===== src/frs_pkg.sv =====
// Purpose: Shared constants and types for the frame read, sync and scan command block
// Assumes: 24-bit display data bus, 10-bit row and column addresses, APB with 32-bit data
// Notes: Command codes, register offsets and scan and control bit positions used by the command block are named here once
package frs_pkg;
  // ----------------------------------------------------------------
  // Command codes
  // ----------------------------------------------------------------
  localparam logic [7:0] FRS_CMD_READ_MEM = 8'h2E;
  localparam logic [7:0] FRS_CMD_PARTIAL = 8'h30;
  localparam logic [7:0] FRS_CMD_SYNC_OFF = 8'h34;
  localparam logic [7:0] FRS_CMD_SYNC_ON = 8'h35;
  localparam logic [7:0] FRS_CMD_SCAN = 8'h36;
  // ----------------------------------------------------------------
  // Field layout and reset values
  // ----------------------------------------------------------------
  localparam int unsigned FRS_AW = 10;
  localparam int unsigned FRS_DW = 24;
  localparam logic [7:0] FRS_SCAN_RESET = 8'h00;
  localparam logic [1:0] FRS_HI_MASK = 2'h3;
  localparam logic [9:0] FRS_ROW_RESET = 10'h000;
  localparam logic [9:0] FRS_WIN_START_RESET = 10'h000;
  localparam logic [9:0] FRS_WIN_END_RESET = 10'h000;
  localparam int unsigned FRS_SCAN_PAGE_POS = 7;
  localparam int unsigned FRS_SCAN_COL_POS = 6;
  localparam int unsigned FRS_SCAN_SWAP_POS = 5;
  localparam int unsigned FRS_SCAN_COLOR_POS = 3;
  localparam int unsigned FRS_SCAN_FLIP_POS = 0;
  localparam int unsigned FRS_WIN_END_POS = 16;
  localparam logic [1:0] FRS_LAST_BYTE = 2'h2;
  // ----------------------------------------------------------------
  // APB register offsets (byte addresses)
  // ----------------------------------------------------------------
  localparam logic [11:0] FRS_OFS_CTRL = 12'h000;
  localparam logic [11:0] FRS_OFS_COL_WIN = 12'h004;
  localparam logic [11:0] FRS_OFS_PAGE_WIN = 12'h008;
  localparam logic [11:0] FRS_OFS_STATUS = 12'h00C;
  localparam logic [11:0] FRS_OFS_PARTIAL = 12'h010;
  localparam int unsigned FRS_CTRL_SERIAL_POS = 0;
  localparam int unsigned FRS_CTRL_NARROW_POS = 1;
  localparam logic [1:0] FRS_CTRL_RESET = 2'h0;
  // ----------------------------------------------------------------
  // Types
  // ----------------------------------------------------------------
  typedef struct packed {
    logic page_order_bit;
    logic column_order_bit;
    logic row_column_swap_bit;
    logic color_order_bit;
    logic vertical_flip_bit;
  } frs_scan_t;
  typedef struct packed {
    logic [9:0] first;
    logic [9:0] last;
  } frs_window_t;
  typedef enum logic [2:0] {
    FRS_RD_IDLE,
    FRS_RD_ISSUE,
    FRS_RD_WAIT,
    FRS_RD_CAPT,
    FRS_RD_READY
  } frs_rd_state_t;
endpackage : frs_pkg


===== src/frs_cmd.sv =====
// Purpose: Command interpreter for frame read, partial rows, tearing sync and scan order
// Assumes: Display bus pins are asynchronous; timing and memory ports share pclk
// Notes: Frame memory returns data the cycle after it sees mem_rd_en high
`timescale 1ns/1ps
module frs_cmd
  import frs_pkg::*;
(
  // Clock and reset
  input wire logic pclk,
  input wire logic presetn,
  // APB slave
  input wire logic [11:0] paddr,
  input wire logic psel,
  input wire logic penable,
  input wire logic pwrite,
  input wire logic [31:0] pwdata,
  output logic [31:0] prdata,
  output logic pready,
  output logic pslverr,
  // Display command bus pins
  input wire logic cmd_param_select,
  input wire logic write_strobe_n,
  input wire logic read_strobe_n,
  input wire logic [23:0] db_in,
  output logic [23:0] db_out,
  output logic db_oe,
  // Frame memory read port
  output logic mem_rd_en,
  output logic [9:0] mem_col,
  output logic [9:0] mem_page,
  input wire logic [23:0] mem_rdata,
  // Display timing inputs
  input wire logic frame_start,
  input wire logic porch_blank,
  input wire logic hblank,
  input wire logic [9:0] scan_row,
  input wire logic partial_mode_on,
  input wire logic sleep_mode,
  // Panel side outputs
  output logic frame_sync_output,
  output frs_scan_t scan_order,
  output frs_window_t partial_rows
);

  // ----------------------------------------------------------------
  // Declarations
  // ----------------------------------------------------------------
  localparam int unsigned SW = FRS_DW + 3;
  logic [SW-1:0] sync1_reg;
  logic [SW-1:0] sync2_reg;
  logic [SW-1:0] sync3_reg;
  logic wr_event;
  logic rd_start;
  logic rd_end;
  logic is_param;
  logic [23:0] bus_data;
  logic [1:0] ctrl_reg;
  frs_window_t col_win_reg;
  frs_window_t page_win_reg;
  logic [7:0] cmd_reg;
  logic [1:0] param_idx_reg;
  frs_scan_t scan_reg;
  frs_window_t part_reg;
  logic [1:0] part_hi_reg;
  logic sync_on_reg;
  logic sync_was_on_reg;
  logic mode_pending_reg;
  logic mode_active_reg;
  logic sync_out_reg;
  frs_rd_state_t rd_state_reg;
  logic rd_active_reg;
  logic dummy_reg;
  logic [1:0] byte_idx_reg;
  logic [9:0] col_off_reg;
  logic [9:0] page_off_reg;
  logic [23:0] pix_reg;
  logic mem_rd_en_reg;
  logic [9:0] mem_col_reg;
  logic [9:0] mem_page_reg;
  logic [23:0] db_out_reg;
  logic db_oe_reg;
  logic [31:0] prdata_reg;
  logic pready_reg;
  logic pslverr_reg;
  logic [9:0] col_span;
  logic [9:0] page_span;
  logic col_at_end;
  logic page_at_end;
  logic at_last;
  logic [9:0] phys_col;
  logic [9:0] phys_page;
  logic new_cmd;
  logic in_partial;
  logic vblank;
  logic apb_access;
  logic [31:0] rd_mux;
  logic addr_hit;

  // ----------------------------------------------------------------
  // Pin synchronisers: three stages, edges from stages two and three
  // ----------------------------------------------------------------
  // Strobes idle high, so their stages reset high
  always_ff @(posedge pclk or negedge presetn) begin
    if (!presetn) begin
      sync1_reg <= {3'h7, 24'h000000};
      sync2_reg <= {3'h7, 24'h000000};
      sync3_reg <= {3'h7, 24'h000000};
    end else begin
      sync1_reg <= {cmd_param_select, write_strobe_n, read_strobe_n, db_in};
      sync2_reg <= sync1_reg;
      sync3_reg <= sync2_reg;
    end
  end

  // Write taken on rising strobe; read begins on falling strobe
  assign wr_event = sync2_reg[SW-2] && !sync3_reg[SW-2];
  assign rd_start = !sync2_reg[SW-3] && sync3_reg[SW-3];
  assign rd_end = sync2_reg[SW-3] && !sync3_reg[SW-3];
  assign is_param = sync2_reg[SW-1];
  assign bus_data = sync2_reg[FRS_DW-1:0];
  assign new_cmd = wr_event && !is_param;

  // ----------------------------------------------------------------
  // Command and parameter decode
  // ----------------------------------------------------------------
  // Latch command code and count its parameters
  always_ff @(posedge pclk or negedge presetn) begin
    if (!presetn) begin
      cmd_reg <= 8'h00;
      param_idx_reg <= 2'h0;
    end else if (new_cmd) begin
      cmd_reg <= bus_data[7:0];
      param_idx_reg <= 2'h0;
    end else if (wr_event && param_idx_reg != 2'h3) begin
      param_idx_reg <= param_idx_reg + 2'h1;
    end
  end

  // Scan-order setting, reserved bits dropped
  always_ff @(posedge pclk or negedge presetn) begin
    if (!presetn) begin
      scan_reg <= frs_scan_t'(5'h00);
    end else if (wr_event && is_param && cmd_reg == FRS_CMD_SCAN && param_idx_reg == 2'h0) begin
      scan_reg.page_order_bit <= bus_data[FRS_SCAN_PAGE_POS];
      scan_reg.column_order_bit <= bus_data[FRS_SCAN_COL_POS];
      scan_reg.row_column_swap_bit <= bus_data[FRS_SCAN_SWAP_POS];
      scan_reg.color_order_bit <= bus_data[FRS_SCAN_COLOR_POS];
      scan_reg.vertical_flip_bit <= bus_data[FRS_SCAN_FLIP_POS];
    end
  end

  // Partial rows: upper bits held until the lower byte completes a row
  always_ff @(posedge pclk or negedge presetn) begin
    if (!presetn) begin
      part_reg <= {FRS_ROW_RESET, FRS_ROW_RESET};
      part_hi_reg <= 2'h0;
    end else if (wr_event && is_param && cmd_reg == FRS_CMD_PARTIAL) begin
      case (param_idx_reg)
        2'h0, 2'h2: begin
          part_hi_reg <= bus_data[1:0] & FRS_HI_MASK;
        end
        2'h1: begin
          part_reg.first <= {part_hi_reg, bus_data[7:0]};
        end
        2'h3: begin
          part_reg.last <= {part_hi_reg, bus_data[7:0]};
        end
        default: begin
          part_hi_reg <= part_hi_reg;
        end
      endcase
    end
  end

  // ----------------------------------------------------------------
  // Tearing-sync control
  // ----------------------------------------------------------------
  // Enable, disable and line mode staging
  always_ff @(posedge pclk or negedge presetn) begin
    if (!presetn) begin
      sync_on_reg <= 1'b0;
      sync_was_on_reg <= 1'b0;
      mode_pending_reg <= 1'b0;
    end else if (new_cmd && bus_data[7:0] == FRS_CMD_SYNC_OFF) begin
      sync_on_reg <= 1'b0;
    end else if (new_cmd && bus_data[7:0] == FRS_CMD_SYNC_ON) begin
      sync_was_on_reg <= sync_on_reg;
    end else if (wr_event && is_param && cmd_reg == FRS_CMD_SYNC_ON && param_idx_reg == 2'h0) begin
      if (!sync_was_on_reg) begin
        sync_on_reg <= 1'b1;
        mode_pending_reg <= bus_data[0];
      end
    end
  end

  // Line mode takes effect at the frame boundary only
  always_ff @(posedge pclk or negedge presetn) begin
    if (!presetn) begin
      mode_active_reg <= 1'b0;
    end else if (frame_start) begin
      mode_active_reg <= mode_pending_reg;
    end
  end

  // Row inside partial window, wrapping when last is below first
  always_comb begin
    if (part_reg.first <= part_reg.last) begin
      in_partial = scan_row >= part_reg.first && scan_row <= part_reg.last;
    end else begin
      in_partial = scan_row >= part_reg.first || scan_row <= part_reg.last;
    end
  end

  assign vblank = porch_blank || (partial_mode_on && !in_partial);

  // Sync output level, forced low in sleep
  always_ff @(posedge pclk or negedge presetn) begin
    if (!presetn) begin
      sync_out_reg <= 1'b0;
    end else if (sleep_mode || !sync_on_reg) begin
      sync_out_reg <= 1'b0;
    end else begin
      sync_out_reg <= vblank || (mode_active_reg && hblank);
    end
  end

  // ----------------------------------------------------------------
  // Address counters for the read stream
  // ----------------------------------------------------------------
  assign col_span = col_win_reg.last - col_win_reg.first;
  assign page_span = page_win_reg.last - page_win_reg.first;
  assign col_at_end = col_off_reg == col_span;
  assign page_at_end = page_off_reg == page_span;
  assign at_last = col_at_end && page_at_end;
  // Direction bits mirror the offset inside the window
  assign phys_col = scan_reg.column_order_bit ? col_win_reg.last - col_off_reg
                                               : col_win_reg.first + col_off_reg;
  assign phys_page = scan_reg.page_order_bit ? page_win_reg.last - page_off_reg
                                              : page_win_reg.first + page_off_reg;

  // Offsets load on the read command and step after each whole pixel
  always_ff @(posedge pclk or negedge presetn) begin
    if (!presetn) begin
      col_off_reg <= 10'h000;
      page_off_reg <= 10'h000;
    end else if (new_cmd && bus_data[7:0] == FRS_CMD_READ_MEM) begin
      col_off_reg <= 10'h000;
      page_off_reg <= 10'h000;
    end else if (rd_active_reg && rd_end && !dummy_reg && !at_last &&
                 (!ctrl_reg[FRS_CTRL_NARROW_POS] || byte_idx_reg == FRS_LAST_BYTE)) begin
      if (!scan_reg.row_column_swap_bit) begin
        col_off_reg <= col_at_end ? 10'h000 : col_off_reg + 10'h001;
        page_off_reg <= col_at_end ? page_off_reg + 10'h001 : page_off_reg;
      end else begin
        page_off_reg <= page_at_end ? 10'h000 : page_off_reg + 10'h001;
        col_off_reg <= page_at_end ? col_off_reg + 10'h001 : col_off_reg;
      end
    end
  end

  // ----------------------------------------------------------------
  // Read stream sequencer
  // ----------------------------------------------------------------
  // Fetch a pixel, then wait for the host to read it out
  always_ff @(posedge pclk or negedge presetn) begin
    if (!presetn) begin
      rd_state_reg <= FRS_RD_IDLE;
      rd_active_reg <= 1'b0;
      dummy_reg <= 1'b0;
      byte_idx_reg <= 2'h0;
    end else if (new_cmd) begin
      rd_active_reg <= bus_data[7:0] == FRS_CMD_READ_MEM;
      rd_state_reg <= bus_data[7:0] == FRS_CMD_READ_MEM ? FRS_RD_ISSUE : FRS_RD_IDLE;
      dummy_reg <= !ctrl_reg[FRS_CTRL_SERIAL_POS];
      byte_idx_reg <= 2'h0;
    end else begin
      case (rd_state_reg)
        FRS_RD_IDLE: begin
          rd_state_reg <= FRS_RD_IDLE;
        end
        FRS_RD_ISSUE: begin
          rd_state_reg <= FRS_RD_WAIT;
        end
        FRS_RD_WAIT: begin
          rd_state_reg <= FRS_RD_CAPT;
        end
        FRS_RD_CAPT: begin
          rd_state_reg <= FRS_RD_READY;
        end
        FRS_RD_READY: begin
          if (rd_end && dummy_reg) begin
            dummy_reg <= 1'b0;
          end else if (rd_end && ctrl_reg[FRS_CTRL_NARROW_POS] && byte_idx_reg != FRS_LAST_BYTE) begin
            byte_idx_reg <= byte_idx_reg + 2'h1;
          end else if (rd_end) begin
            byte_idx_reg <= 2'h0;
            rd_state_reg <= at_last ? FRS_RD_READY : FRS_RD_ISSUE;
          end
        end
        default: begin
          rd_state_reg <= FRS_RD_IDLE;
        end
      endcase
    end
  end

  // Memory request and pixel capture
  always_ff @(posedge pclk or negedge presetn) begin
    if (!presetn) begin
      mem_rd_en_reg <= 1'b0;
      mem_col_reg <= 10'h000;
      mem_page_reg <= 10'h000;
      pix_reg <= 24'h000000;
    end else begin
      mem_rd_en_reg <= rd_state_reg == FRS_RD_ISSUE && !new_cmd;
      if (rd_state_reg == FRS_RD_ISSUE) begin
        mem_col_reg <= phys_col;
        mem_page_reg <= phys_page;
      end
      if (rd_state_reg == FRS_RD_CAPT) begin
        pix_reg <= mem_rdata;
      end
    end
  end

  // Drive the data bus while the host holds its read strobe low
  always_ff @(posedge pclk or negedge presetn) begin
    if (!presetn) begin
      db_out_reg <= 24'h000000;
      db_oe_reg <= 1'b0;
    end else if (rd_start) begin
      db_oe_reg <= 1'b1;
      if (!rd_active_reg || dummy_reg) begin
        db_out_reg <= 24'h000000;
      end else if (!ctrl_reg[FRS_CTRL_NARROW_POS]) begin
        db_out_reg <= pix_reg;
      end else begin
        case (byte_idx_reg)
          2'h0: db_out_reg <= {16'h0000, pix_reg[23:16]};
          2'h1: db_out_reg <= {16'h0000, pix_reg[15:8]};
          default: db_out_reg <= {16'h0000, pix_reg[7:0]};
        endcase
      end
    end else if (rd_end) begin
      db_oe_reg <= 1'b0;
    end
  end

  // ----------------------------------------------------------------
  // APB slave: one wait state, registered answer
  // ----------------------------------------------------------------
  assign apb_access = psel && penable && !pready_reg;

  // Address decode and read data
  always_comb begin
    addr_hit = 1'b1;
    rd_mux = 32'h00000000;
    case (paddr)
      FRS_OFS_CTRL: rd_mux = {30'h00000000, ctrl_reg};
      FRS_OFS_COL_WIN: rd_mux = {6'h00, col_win_reg.last, 6'h00, col_win_reg.first};
      FRS_OFS_PAGE_WIN: rd_mux = {6'h00, page_win_reg.last, 6'h00, page_win_reg.first};
      FRS_OFS_STATUS: rd_mux = {16'h0000, 3'h0, scan_reg, 3'h0, rd_active_reg,
                                mode_pending_reg, mode_active_reg, sync_out_reg, sync_on_reg};
      FRS_OFS_PARTIAL: rd_mux = {6'h00, part_reg.last, 6'h00, part_reg.first};
      default: addr_hit = 1'b0;
    endcase
  end

  // Writable configuration, committed at the edge that completes the transfer
  always_ff @(posedge pclk or negedge presetn) begin
    if (!presetn) begin
      ctrl_reg <= FRS_CTRL_RESET;
      col_win_reg <= {FRS_WIN_START_RESET, FRS_WIN_END_RESET};
      page_win_reg <= {FRS_WIN_START_RESET, FRS_WIN_END_RESET};
    end else if (psel && penable && pready_reg && pwrite) begin
      case (paddr)
        FRS_OFS_CTRL: ctrl_reg <= pwdata[1:0];
        FRS_OFS_COL_WIN: col_win_reg <= {pwdata[9:0], pwdata[FRS_WIN_END_POS +: FRS_AW]};
        FRS_OFS_PAGE_WIN: page_win_reg <= {pwdata[9:0], pwdata[FRS_WIN_END_POS +: FRS_AW]};
        default: ctrl_reg <= ctrl_reg;
      endcase
    end
  end

  // Answer registers
  always_ff @(posedge pclk or negedge presetn) begin
    if (!presetn) begin
      prdata_reg <= 32'h00000000;
      pready_reg <= 1'b0;
      pslverr_reg <= 1'b0;
    end else begin
      pready_reg <= apb_access;
      pslverr_reg <= apb_access && !addr_hit;
      prdata_reg <= (apb_access && !pwrite) ? rd_mux : 32'h00000000;
    end
  end

  // ----------------------------------------------------------------
  // Outputs
  // ----------------------------------------------------------------
  assign prdata = prdata_reg;
  assign pready = pready_reg;
  assign pslverr = pslverr_reg;
  assign db_out = db_out_reg;
  assign db_oe = db_oe_reg;
  assign mem_rd_en = mem_rd_en_reg;
  assign mem_col = mem_col_reg;
  assign mem_page = mem_page_reg;
  assign frame_sync_output = sync_out_reg;
  assign scan_order = scan_reg;
  assign partial_rows = part_reg;

endmodule : frs_cmd


===== config.mk =====
export PLATFORM = sky130hd
export DESIGN_NAME = frs_cmd
export DESIGN_NICKNAME = d
export VERILOG_FILES = /design/src/frs_pkg.sv /design/src/frs_cmd.sv
export SDC_FILE = /design/constraint.sdc
export NUM_CORES = 1
export LEC_CHECK = 0
export ABC_AREA = 1
export ABC_CLOCK_PERIOD_IN_PS = 2400
export BUFFER_PORTS_ARGS = -buffer_cell sky130_fd_sc_hd__buf_4
export CORE_UTILIZATION = 45
export CTS_CLUSTER_SIZE = 24
export DETAILED_ROUTE_END_ITERATION = 6
export PLACE_DENSITY = 0.76
export SLEW_MARGIN = 20
export SYNTH_ARGS = -nofsm -noshare
export SYNTH_HDL_FRONTEND = slang
export SYNTH_SLANG_ARGS = --single-unit

===== constraint.sdc =====
create_clock -name pclk -period 2.4 [get_ports pclk]
set_input_delay 0.48 -clock pclk [delete_from_list [all_inputs] [get_ports pclk]]
set_output_delay 0.48 -clock pclk [all_outputs]
set_load 0.01 [all_outputs]

==> results_dict.tcl <==
set metrics [dict create \
    outcome "finished with violations" \
    violations "negative setup slack" \
    synth-seq-cells 230 \
    ir_worst_vdd_mv 0.456 \
    vias_per_cell 5.32 \
    relSlewSlack_pct 56.8 \
    first_pass_iters 7 \
    cp_cell_sequence "inv_2, ha_4, fa_1, xor2_1, nand2_1, nor2_1, nand2_1, nor2_1, nand3_2, nor2_4, nand2_2, o21ai_2, nand2_4, buf_4, nand3_2, nand2_1" \
    dr_total_vias 12600 \
    dp_hpwl_um 32900 \
    core_mm2 0.0296 \
    timing.hold.ws_ps 35.3 \
    insertion_delay_ps 550 \
    crit_end "col_off_reg[5]" \
    initial_core_util_pct 45.7 \
    wl_um 42100 \
    cts_made_buffers 25 \
    maxSlewViolCount 0 \
    r2r-start "page_win_reg[0]" \
    finalSetupViolCount 22 \
    slowest_delay_ps 490 \
    crit_type "register to register" \
    cp_slowest_cell "fa_1" \
    grtUsageTotal_pct 27.3 \
    synth-warning-count 0 \
    cp-start-kind "register" \
    syn_area_mm2 0.0136 \
    port_buffers 183 \
    nNetsFinal 2185 \
    pre_cts_ws_ps -239 \
    finalHoldViolations 0 \
    leakage_nw 8.66 \
    crit_required_ps 2840 \
    fill_cells 2727 \
    cts_num_sinks 230 \
    grt_first_pass_wirelength_um 65900 \
    final_antenna_net_count 0 \
    cp_max_fo 7 \
    drc_errors 0 \
    ys_seq_area_share_pct 42.5 \
    dp_cells 2324 \
    grt_pass1_vias 12100 \
    fmax_mhz 379 \
    cp_common_cell "nand2_1" \
    path_depth 16 \
    fin_skew_ps 11.2 \
    die_h_um 176 \
    finalPower_mw 9.41 \
    period_share_pct 110 \
    gr-total-overflow 0 \
    tritoncts "yes" \
    die_w_um 176 \
    antenna_cells 0 \
    crit_path_end_kind "register" \
    fin_cells 2377 \
    area_growth_pct 25.7 \
    cts_buffer_depth 3 \
    syn_area_per_cell_um2 7.97 \
    maxCapViolations 0 \
    final_area_mm2 0.0170 \
    ios 221 \
    wl_per_cell_um 17.7 \
    postSynthCellCount 1701 \
    place_area_mm2 0.0160 \
    finalCriticalPeriod_ps 2640 \
    ys_types 46 \
    fin_ws_ps -239 \
    crit_buf_inv 2 \
    antenna_found_initial 0 \
    critPathTopFamily "simple AND/OR/NAND/NOR gates" \
    gp_congestion 0.971 \
    cp-startpoint "page_win_reg[0]" \
    clockRootBuffer "clkbuf_16" \
    r2r_setup_slack_ps -240 \
    rsz0062_at_grt "true" \
    p_per_area_mw_per_mm2 552 \
    drive_above_1_share_pct 20.4 \
    arrival_ps 3080 \
    std_cell_rows 63 \
    h-tree-depth 1 \
    drt_iter0_drc 881 \
    layout_commonest_cell "nand2_1" \
    final_cell_mix "nand2_1 (417), buf_4 (276), dfrtp_1 (220)" \
    grt_max_degree 66 \
    dieArea_mm2 0.0308 \
    clkTransAtPathRegs_ps 70 \
    hold_path_class "primary input to register" \
    worst_pin_slew_ps 644 \
    r2r_end "col_off_reg[5]" \
    reg2reg_depth 16 \
]
area by class of cell:
class / instances / area (um^2) / area share, %
clock inverters: 15 / 155 / 0.911
well taps: 390 / 488 / 2.86
clock buffers: 30 / 694 / 4.08
flip-flops and latches: 230 / 5770 / 33.9
inverters: 230 / 863 / 5.07
repair buffers: 288 / 2260 / 13.3
multi-input cells: 1194 / 6810 / 40.0
what timing repair did:
item,CTS,global route
hold buffers,1,0
cloned,0,0
hold endpoints to repair,61,0
buffers inserted,4,5
pin swaps,8,7
setup endpoints to repair,22,25
resized for setup,11,21
worst min path at each step:
stage | slack (ps) | depth (start not counted) | from | endpoint
after detailed placement | 330 | 0 | sync1_reg[2] | sync2_reg[2]
after floorplan | 180 | 0 | presetn | byte_idx_reg[0]
after global routing | 20 | 1 | write_strobe_n | sync1_reg[25]
final | 40 | 1 | write_strobe_n | sync1_reg[25]
after global placement | 330 | 0 | sync1_reg[2] | sync2_reg[2]
after CTS | 20 | 1 | cmd_param_select | sync1_reg[26]
worst register-to-register path, stage by stage, from the launching register on:
cell and delay, ps:
dfrtp_1 370, inv_2 60, ha_4 160, fa_1 490, xor2_1 140, nand2_1 70
nor2_1 110, nand2_1 90, nor2_1 140, nand3_2 100, nor2_4 130, nand2_2 70
o21ai_2 170, nand2_4 130, buf_4 180, nand3_2 70, nand2_1 50
Yosys cell counts, drive strengths merged:
master | n | area (um^2)
nor2 | 115 | 439
a211oi | 2 | 15.0
nand3b | 4 | 30.0
conb | 1 | 3.75
fa | 6 | 120
o2111ai | 4 | 35.0
a221oi | 13 | 114
a21oi | 76 | 380
o22ai | 23 | 144
o21bai | 11 | 82.6
o311ai | 2 | 17.5
nand3 | 100 | 581
or2 | 4 | 25.0
nand4 | 10 | 62.6
nor4 | 6 | 37.5
nor3 | 27 | 135
buf | 14 | 109
ha | 95 | 1190
a31oi | 2 | 12.5
nand2 | 434 | 1680
mux2 | 1 | 11.3
clkbuf | 41 | 155
xor2 | 32 | 280
nor3b | 1 | 7.51
o211ai | 9 | 67.6
inv | 223 | 837
a21o | 3 | 22.5
o21a | 12 | 90.1
o21ai | 155 | 779
dfstp | 8 | 210
o31ai | 17 | 128
clkinv | 7 | 26.3
dfrtp | 222 | 5560
xnor2 | 13 | 114
a22oi | 8 | 60.1
per-layer routing:
layer | GRT usage, % | vias to the layer above | wire length [um]
met5 | 0 | - | 0
met1 | 36.9 | 5998 | 18300
li1 | - | 6112 | -
met2 | 44.9 | 451 | 19600
met3 | 2.86 | 80 | 2430
met4 | 11.0 | 0 | 1740
kinds of logic (layout without fill, tap and decap cells):
group / after synthesis / in the layout / synth area share (%)
and+or+nand+nor: 701 / 701 / 22.1
xor gates and xnor gates: 45 / 45 / 2.91
DFF: 230 / 230 / 42.5
buffers and inverters: 285 / 563 / 8.31
AOI/OAI and AO/OA: 337 / 337 / 14.4
other: 1 / 9 / 0.0277
adders and majority gates: 101 / 101 / 9.65
muxes: 1 / 1 / 0.0831
metrics by stage:
step | TNS [ps] | util (%)
floorplan | 0 | -
global placement | -3790 | 54.0
detailed placement | -4550 | 54.0
CTS | -3880 | 57.1
global route | -7570 | 57.5
finish | -4330 | 57.5
where the power goes:
group	total, mW	switching (mW)	internal (mW)
Combinational	1.08	0.580	0.499
Sequential	4.35	0.155	4.19
Clock	3.98	1.69	2.30
Total	9.41	2.42	6.99
(Power assumes the default switching activity.)
